## config.mk

```make
export PLATFORM = sky130hd
export DESIGN_NAME = sslo_top
export DESIGN_NICKNAME = d
export VERILOG_FILES = /design/src/common/sslo_pkg.sv /design/src/hw/sslo_top.sv
export SDC_FILE = /design/constraint.sdc
export NUM_CORES = 1
export LEC_CHECK = 0
export BUFFER_PORTS_ARGS = -buffer_cell sky130_fd_sc_hd__buf_2
export CORE_ASPECT_RATIO = 0.75
export CORE_UTILIZATION = 30
export CTS_BUF_LIST = sky130_fd_sc_hd__clkbuf_4
export DETAILED_ROUTE_END_ITERATION = 8
export GPL_ROUTABILITY_DRIVEN = 0
export SYNTH_ARGS = -nofsm -noshare
export SYNTH_HDL_FRONTEND = slang
export SYNTH_SLANG_ARGS = --single-unit
```

## constraint.sdc

```tcl
create_clock -name ref_clk_i -period 1.9 [get_ports ref_clk_i]
set_clock_uncertainty 0.05 [all_clocks]
set_input_delay 0.095 -clock ref_clk_i [delete_from_list [all_inputs] [get_ports ref_clk_i]]
set_output_delay 0.095 -clock ref_clk_i [all_outputs]
set_load 0.005 [all_outputs]
```

## src/common/sslo_pkg.sv

```systemverilog
// Package for the soft strap latch and override block.
// Assumes a single 200 MHz clock domain and an APB register port.
package sslo_pkg;

  // Register byte offsets
  localparam logic [7:0] SSLO_CTRL_OFS = 8'h00;
  localparam logic [7:0] SSLO_LOAD_OFS = 8'h04;
  localparam logic [7:0] SSLO_LATCHED_OFS = 8'h08;
  localparam logic [7:0] SSLO_EFFECTIVE_OFS = 8'h0c;
  localparam logic [7:0] SSLO_STATUS_OFS = 8'h10;

  // Control register fields
  localparam int SSLO_CTRL_DIGRST_BIT = 0;
  localparam int SSLO_CTRL_RELOAD_BIT = 1;
  localparam int SSLO_CTRL_XOVR_BIT = 2;

  // Field positions of the packed strap word
  localparam int SSLO_LEDEN_LSB = 0;
  localparam int SSLO_LEDFUN_LSB = 8;
  localparam int SSLO_AMDIX_BIT = 10;
  localparam int SSLO_MMDIX_BIT = 11;
  localparam int SSLO_ANEG_BIT = 12;
  localparam int SSLO_STRAP_W = 13;

  // Tie-off defaults for straps without a pin
  localparam logic [1:0] SSLO_LEDFUN_TIE = 2'h0;
  localparam logic SSLO_MMDIX_TIE = 1'b0;

  // Loader handshake timeout, in cycles
  localparam int SSLO_LOAD_WAIT = 16;

  // Soft strap set
  typedef struct packed {
    logic aneg;
    logic manual_mdix;
    logic auto_mdix;
    logic [1:0] led_function;
    logic [7:0] led_enable;
  } sslo_strap_t;

  // Derived configuration for the port and LED logic
  typedef struct packed {
    logic [7:0] led_enable_bits;
    logic [1:0] led_function_bits;
    logic auto_crossover_en;
    logic mdix_select;
    logic autonegotiate_enable_bit;
    logic speed_select_low_bit;
    logic duplex_select_bit;
    logic advert_10fd;
    logic advert_10hd;
    logic [2:0] special_mode;
  } sslo_cfg_t;

  typedef enum logic [2:0] {
    SSLO_IDLE = 3'b001,
    SSLO_LOAD = 3'b010,
    SSLO_DONE = 3'b100
  } sslo_state_t;

endpackage : sslo_pkg

```

## src/hw/sslo_top.sv

```systemverilog
// Soft strap capture, loader override and configuration output.
// Assumes all inputs synchronous to ref_clk_i; the loader presents
// its memory presence and strap values during a load run.
//
// Contract
// - Capture straps at power-on or pin reset
// - Loader values replace captured straps when present
// - Effective straps drive configuration and register defaults
// - Pinless straps take fixed tie-off values
// - Absent memory on reload restores captured straps
// - Digital reset or reload never resamples pins
// - LED enable one selects LED, zero GPIO; code drives gpio_mode_n_o low when any enable bit is one
// - One pin defaults eight LED bits individually; code copies the one pin to all eight
// - LED function defaults 00, bitwise from strap
// - Clear override: auto-crossover strap sets behaviour
// - Set override ignores auto-crossover strap
// - Manual strap picks MDI or MDIX, default zero
// - Auto-negotiation strap sets enable bit default
// - Auto-negotiation strap feeds speed, duplex, advert, mode
// - Loader starts after digital reset, no recapture
// - Only soft straps are loader overridable
//
// Local design decisions: the APB register port and the register offsets.
`timescale 1ns/100ps
`default_nettype none

module sslo_top (
  // Clock and resets
  input wire logic ref_clk_i,
  input wire logic reset_n_i,
  input wire logic external_pin_reset_n_i,
  // Strap pins
  input wire logic led_enable_bits_pin_i,
  input wire logic auto_mdix_pin_i,
  input wire logic aneg_pin_i,
  // Loader side
  output logic loader_start_o,
  input wire logic loader_present_i,
  input wire logic loader_valid_i,
  input wire logic [12:0] loader_data_i,
  // APB slave
  input wire logic psel,
  input wire logic penable,
  input wire logic pwrite,
  input wire logic [7:0] paddr,
  input wire logic [31:0] pwdata,
  output logic [31:0] prdata,
  output logic pready,
  output logic pslverr,
  // Configuration out
  output sslo_pkg::sslo_cfg_t cfg_o,
  output logic gpio_mode_n_o
);

  // Power-on and pin reset share one capture path
  logic capture_rst;
  assign capture_rst = !reset_n_i || !external_pin_reset_n_i;

  sslo_pkg::sslo_strap_t latched_reg, latched_next;
  sslo_pkg::sslo_strap_t eff_reg, eff_next;
  sslo_pkg::sslo_state_t state_reg, state_next;
  logic capture_pend_reg, capture_pend_next;
  logic xovr_reg, xovr_next;
  logic loaded_reg, loaded_next;
  logic [4:0] wait_reg, wait_next;
  logic [31:0] prdata_reg, prdata_next;
  logic slverr_reg, slverr_next;

  logic apb_wr;
  logic apb_rd;
  logic start_req;
  sslo_pkg::sslo_strap_t pin_sample;
  assign apb_wr = psel && penable && pwrite;
  assign apb_rd = psel && penable && !pwrite;

  // Pins with tie-offs for straps that have none
  always_comb
  begin
    pin_sample = '0;
    pin_sample.led_enable = {8{led_enable_bits_pin_i}};
    pin_sample.led_function = sslo_pkg::SSLO_LEDFUN_TIE;
    pin_sample.auto_mdix = auto_mdix_pin_i;
    pin_sample.manual_mdix = sslo_pkg::SSLO_MMDIX_TIE;
    pin_sample.aneg = aneg_pin_i;
  end

  // Reload and digital reset requests
  always_comb
  begin
    start_req = apb_wr && paddr == sslo_pkg::SSLO_CTRL_OFS &&
      (pwdata[sslo_pkg::SSLO_CTRL_DIGRST_BIT] || pwdata[sslo_pkg::SSLO_CTRL_RELOAD_BIT]);
  end

  // Capture, copy and loader sequencing
  always_comb
  begin
    latched_next = latched_reg;
    eff_next = eff_reg;
    state_next = state_reg;
    capture_pend_next = 1'b0;
    loaded_next = loaded_reg;
    wait_next = wait_reg;
    xovr_next = xovr_reg;
    loader_start_o = 1'b0;
    // Pins are sampled on the first edge after reset release only
    if (capture_pend_reg)
    begin
      latched_next = pin_sample;
      eff_next = pin_sample;
      state_next = sslo_pkg::SSLO_LOAD; // Initial load after capture
      wait_next = '0;
    end
    else
    begin
      if (apb_wr && paddr == sslo_pkg::SSLO_CTRL_OFS)
        xovr_next = pwdata[sslo_pkg::SSLO_CTRL_XOVR_BIT];
      case (state_reg)
        sslo_pkg::SSLO_IDLE:
        begin
          if (start_req)
          begin
            eff_next = latched_reg;
            state_next = sslo_pkg::SSLO_LOAD;
            wait_next = '0;
          end
        end
        sslo_pkg::SSLO_LOAD:
        begin
          loader_start_o = 1'b1;
          wait_next = wait_reg + 5'h01;
          // Only the soft strap word is taken from the loader
          if (loader_present_i && loader_valid_i)
          begin
            eff_next = sslo_pkg::sslo_strap_t'(loader_data_i);
            loaded_next = 1'b1;
            state_next = sslo_pkg::SSLO_DONE;
          end
          else if (!loader_present_i || wait_reg == 5'(sslo_pkg::SSLO_LOAD_WAIT))
          begin
            loaded_next = 1'b0; // Effective copy stays at latched value
            state_next = sslo_pkg::SSLO_DONE;
          end
        end
        sslo_pkg::SSLO_DONE:
          state_next = sslo_pkg::SSLO_IDLE;
        default:
          state_next = sslo_pkg::SSLO_IDLE;
      endcase
    end
  end

  // State registers; capture is held off until the reset releases
  always_ff @(posedge ref_clk_i)
  begin
    if (capture_rst)
    begin
      latched_reg <= '0;
      eff_reg <= '0;
      state_reg <= sslo_pkg::SSLO_IDLE;
      capture_pend_reg <= 1'b1;
      loaded_reg <= 1'b0;
      wait_reg <= '0;
      xovr_reg <= 1'b0;
    end
    else
    begin
      latched_reg <= latched_next;
      eff_reg <= eff_next;
      state_reg <= state_next;
      capture_pend_reg <= capture_pend_next;
      loaded_reg <= loaded_next;
      wait_reg <= wait_next;
      xovr_reg <= xovr_next;
    end
  end

  // Read mux; unmapped addresses answer with an error
  always_comb
  begin
    prdata_next = '0;
    slverr_next = 1'b0;
    if (paddr == sslo_pkg::SSLO_CTRL_OFS)
      prdata_next[sslo_pkg::SSLO_CTRL_XOVR_BIT] = xovr_reg;
    else if (paddr == sslo_pkg::SSLO_LOAD_OFS)
      prdata_next = '0;
    else if (paddr == sslo_pkg::SSLO_LATCHED_OFS)
      prdata_next[12:0] = latched_reg;
    else if (paddr == sslo_pkg::SSLO_EFFECTIVE_OFS)
      prdata_next[12:0] = eff_reg;
    else if (paddr == sslo_pkg::SSLO_STATUS_OFS)
      prdata_next[3:0] = {loaded_reg, state_reg};
    else
      slverr_next = 1'b1;
    if (!(psel && !penable))
    begin
      prdata_next = prdata_reg;
      slverr_next = slverr_reg;
    end
  end

  // Read data captured in setup, presented in access
  always_ff @(posedge ref_clk_i)
  begin
    if (!reset_n_i)
    begin
      prdata_reg <= '0;
      slverr_reg <= 1'b0;
    end
    else
    begin
      prdata_reg <= prdata_next;
      slverr_reg <= slverr_next;
    end
  end

  assign pready = 1'b1;
  assign prdata = apb_rd ? prdata_reg : 32'h0000_0000;
  assign pslverr = psel && penable && slverr_reg;

  // Derived configuration, registered
  sslo_pkg::sslo_cfg_t cfg_reg, cfg_next;
  always_comb
  begin
    cfg_next.led_enable_bits = eff_reg.led_enable;
    cfg_next.led_function_bits = eff_reg.led_function;
    // Override bit set hides the strap from the PHY
    cfg_next.auto_crossover_en = !xovr_reg && eff_reg.auto_mdix;
    cfg_next.mdix_select = (!xovr_reg && !eff_reg.auto_mdix) ?
      eff_reg.manual_mdix : 1'b0;
    cfg_next.autonegotiate_enable_bit = eff_reg.aneg;
    cfg_next.speed_select_low_bit = eff_reg.aneg;
    cfg_next.duplex_select_bit = eff_reg.aneg;
    cfg_next.advert_10fd = eff_reg.aneg;
    cfg_next.advert_10hd = eff_reg.aneg;
    cfg_next.special_mode = {3{eff_reg.aneg}};
  end

  always_ff @(posedge ref_clk_i)
  begin
    if (capture_rst)
      cfg_reg <= '0;
    else
      cfg_reg <= cfg_next;
  end

  assign cfg_o = cfg_reg;
  assign gpio_mode_n_o = ~|cfg_reg.led_enable_bits;

  // Checks
  recapture_pins_a: assert property (@(posedge ref_clk_i) disable iff (capture_rst)
    capture_pend_reg |=> latched_reg == $past(pin_sample))
    else $error("straps not captured after reset release");
  latched_hold_a: assert property (@(posedge ref_clk_i) disable iff (capture_rst)
    !capture_pend_reg |=> $stable(latched_reg))
    else $error("captured straps changed without reset");
  revert_copy_a: assert property (@(posedge ref_clk_i) disable iff (capture_rst)
    (state_reg == sslo_pkg::SSLO_IDLE && start_req && !capture_pend_reg)
    |=> eff_reg == latched_reg && state_reg == sslo_pkg::SSLO_LOAD)
    else $error("effective straps not restored on reload");
  loader_apply_a: assert property (@(posedge ref_clk_i) disable iff (capture_rst)
    (state_reg == sslo_pkg::SSLO_LOAD && loader_present_i && loader_valid_i
     && !capture_pend_reg) |=> eff_reg == $past(loader_data_i))
    else $error("loader value not applied");
  tie_off_a: assert property (@(posedge ref_clk_i) disable iff (capture_rst)
    capture_pend_reg |=> latched_reg.led_function == 2'h0 && !latched_reg.manual_mdix)
    else $error("tie-off straps wrong");
  xover_ignore_a: assert property (@(posedge ref_clk_i) disable iff (capture_rst)
    xovr_reg ##1 xovr_reg |-> !cfg_reg.auto_crossover_en)
    else $error("auto-crossover strap not ignored");
  aneg_fanout_a: assert property (@(posedge ref_clk_i) disable iff (capture_rst)
    ##1 cfg_reg.special_mode == {3{$past(eff_reg.aneg)}}
    && cfg_reg.duplex_select_bit == $past(eff_reg.aneg))
    else $error("auto-negotiation defaults wrong");
  led_map_a: assert property (@(posedge ref_clk_i) disable iff (capture_rst)
    ##1 cfg_reg.led_enable_bits == $past(eff_reg.led_enable))
    else $error("LED enable bits wrong");
  load_bound_a: assert property (@(posedge ref_clk_i) disable iff (capture_rst)
    state_reg == sslo_pkg::SSLO_LOAD |-> ##[1:18] state_reg != sslo_pkg::SSLO_LOAD)
    else $error("loader run never ended");

endmodule : sslo_top

`default_nettype wire

```

==> qor.yml <==
place.detailed.instances: 466
failed_checks: "design-rule violations"
placed_area_um2: 3114
grt_antenna_before_repair: 0
detailroute.via_count: 2389
critical-path-max-stage-delay_ns: 0.51
drt_first_iter_violations: 122
yosysTopAreaCellShare_pct: 40.00
final_min_period_over_clock_period_pct: 93.01
cp_data_arrival_time_ns: 2.00
clock_tree.root_cell: "sky130_fd_sc_hd__clkbuf_4"
hold-path-endpoint: "cfg_next[18]"
hold_viol_final: 0
async_flop_share_pct: 0
worstMarginPinSlew_ns: 0.6205
synthCells: 297
synth.most_common_cell: "sky130_fd_sc_hd__dfxtp_1"
synth_seq_area_share_pct: 40.00
worstHoldStart: "loader_data_i[6]"
start_kind: "flip-flop"
worst-setup-path-type: "flip-flop to flip-flop"
ant_nets: 0
synth_enable_flop_cells: 0
die_area_um2: 9396
share_of_synthesized_cell_area_in_full_adder_half_adder_and_majority_cells_pct: 0.9259
timing.final.max_slew_violations: 0
synth_top_family_by_area: "simple AND/OR/NAND/NOR gates"
ctsLongestPathBuffers: 2
rr_endpoint: "cfg_next[18]"
post-layout-total-power_mw: 2.077
grt_overflow_total: 0
finalInstanceArea_um2: 3352
post_synth_mux_area_share_pct: 2.361
total_leakage_power_nw: 1.466
cts_tree: "yes"
worst_ep_required_time_ns: 2.13
floorplan.die.height_um: 84.20
ff2ff_path_depth: 5
dr.pass1.iters: 9
cpLargestDelayFamily: "compound AO/OA/AOI/OAI gates"
worstPathBufferInverterCount: 1
ctsResizeCount: 0
post-cts-setup-buffer-count: 0
xor_xnor_cell_area_share_of_the_yosys_netlist_pct: 0.6481
ys_top_cells_by_count: "sky130_fd_sc_hd__dfxtp_1 (54), sky130_fd_sc_hd__buf_4 (27), sky130_fd_sc_hd__a21oi_1 (19)"
layout-drive-gt1-share_pct: 28.27
areaGrowthSynthToFinish_pct: 24.03
area_fraction_in_compound_gates_after_synthesis_pct: 20.65
routed_wire_length_per_instance_um: 14.22
fin_nets: 447
peakVddDrop_mv: 0.2551
max_slew_margin_pct: 58.36
port_buffers: 70
clock_sinks: 54
row_count: 29
synth_area_leader_cell: "sky130_fd_sc_hd__dfxtp_1"
post_synth_and_or_nand_nor_area_fraction_pct: 23.98
diodes: 0
worstSetupEndpointType: "flip-flop"
netlist-cell-type-count: 51
timing.final.setup_violations: 0
h_tree_levels: 2
grt_setup_unrepaired: "false"
power.density_nw_per_um2: 619.7
die_width_um: 111.6
netlist_top_cells_area: "sky130_fd_sc_hd__dfxtp_1 (40%), sky130_fd_sc_hd__buf_4 (7.5%), sky130_fd_sc_hd__o211ai_1 (4.4%)"
core_area_um2: 8600
routed_wirelength_mm: 6.967
worst_hold_path.num_cells: 3
post_synthesis_average_cell_area_um2: 9.100
run_status: "finished with violations"
initial_utilization_pct: 31.43
max_freq_mhz: 565.8
cts_buffers: 5
ys_ff_latch: 54
grt_first_pass_wirelength_mm: 11.37
timing.critical_path.cells: "nor3b_4 > buf_4 > o21ai_1 > a21oi_1 > o31ai_1"
period_minus_slack_ns: 1.767
crit_fanout: 8
via_per_inst: 4.876
critPathSlowestCell: "sky130_fd_sc_hd__o21ai_1"
design.portCount: 120
cts_hold_buffers: 14
timing.rr.start: "state_reg[0]"
maxCapViolations: 0
drc: 6
latest_clock_arrival_within_the_worst_skew_pair_ns: 0.37
largest_net_degree_at_the_start_of_global_routing: 28
grt_usage_pct: 15.33
first_global_vias: 2295
yosysWarningCount: 0
fin_setup_tns_ns: 0
hp-class: "input pin to flip-flop"
ys_dominant_reg_cell: "sky130_fd_sc_hd__dfxtp_1"
synth_area_um2: 2703
fin_cells: 490
hpwl_mm: 5.340
clkTransAtPathRegs_ns: 0.15
setup.reg_to_reg.worst_slack_ns: 0.13
final cells by class:
cell class	instances	area, um^2
Timing Repair Buffer	104	645.6
Sequential cell	54	1081
Inverter	5	18.77
Clock inverter	3	40.04
Multi-Input combinational cell	211	1394
Fill cell	915	5248
Tap cell	108	135.1
Clock buffer	5	37.54
layout by cell type, fill, tap and decap left out, types with 8 or more instances in the layout:
master / count
sky130_fd_sc_hd__nand2_1: 11
sky130_fd_sc_hd__dfxtp_1: 54
sky130_fd_sc_hd__nor2b_1: 15
sky130_fd_sc_hd__o211ai_1: 16
sky130_fd_sc_hd__nand2b_1: 9
sky130_fd_sc_hd__o31ai_1: 9
sky130_fd_sc_hd__o21ai_0: 8
sky130_fd_sc_hd__buf_2: 70
sky130_fd_sc_hd__dlygate4sd3_1: 16
sky130_fd_sc_hd__buf_4: 18
sky130_fd_sc_hd__and2_1: 13
sky130_fd_sc_hd__a21oi_1: 19
sky130_fd_sc_hd__nor2_1: 11
sky130_fd_sc_hd__and3_1: 14
sky130_fd_sc_hd__a32oi_1: 9
sky130_fd_sc_hd__conb_1: 20
metrics by stage:
step / hold slack, ns / setup slack [ns] / util, %
after CTS: 0.003966 / 0.1332 / 38.75
final: 0.01446 / 0.1327 / 38.98
after global routing: 0.002637 / 0.01835 / 38.98
after floorplan: 0.1810 / 0.3931 / -
after global placement: 0.2989 / 0.2616 / 36.21
after detailed placement: 0.3122 / 0.1688 / 36.21
worst min-delay path: stages:
cell and delay, ns:
sky130_fd_sc_hd__buf_2 0.10, sky130_fd_sc_hd__a21oi_1 0.12, sky130_fd_sc_hd__o31ai_1 0.08
metal layers:
layer	vias up	track usage (%)	routed length, um
li1	1197	-	-
met4	0	3.194	51
met3	7	3.249	416
met2	75	23.58	3038
met5	-	0	0
met1	1110	22.05	3460
worst max-delay path by stage:
stage / slack (ns) / to / cells past startpoint / from
2_1_floorplan: 0.39 / eff_reg[10] / 5 / state_reg[1]
3_3_place_gp: 0.26 / cfg_next[0] / 4 / state_reg[1]
3_5_place_dp: 0.17 / cfg_next[18] / 5 / state_reg[0]
4_1_cts: 0.13 / cfg_next[18] / 5 / state_reg[0]
5_1_grt: 0.02 / cfg_next[18] / 5 / state_reg[2]
6_report: 0.13 / cfg_next[18] / 5 / state_reg[0]
logic make-up after synthesis:
| group | Yosys count |
|---|---|
| AO/OA/AOI/OAI | 79 |
| XOR/XNOR | 2 |
| adder cells (fa/ha/maj) | 2 |
| buffers and inverters | 50 |
| flip-flops | 54 |
| multiplexers | 6 |
| other | 2 |
| AND/OR/NAND/NOR | 102 |
power by group:
part | switching (mW) | internal (mW)
clock network | 0.368 | 0.274
logic | 0.148 | 0.119
registers | 0.0157 | 1.15
total | 0.531 | 1.55
No activity file was read; power rests on OpenSTA's default activity.
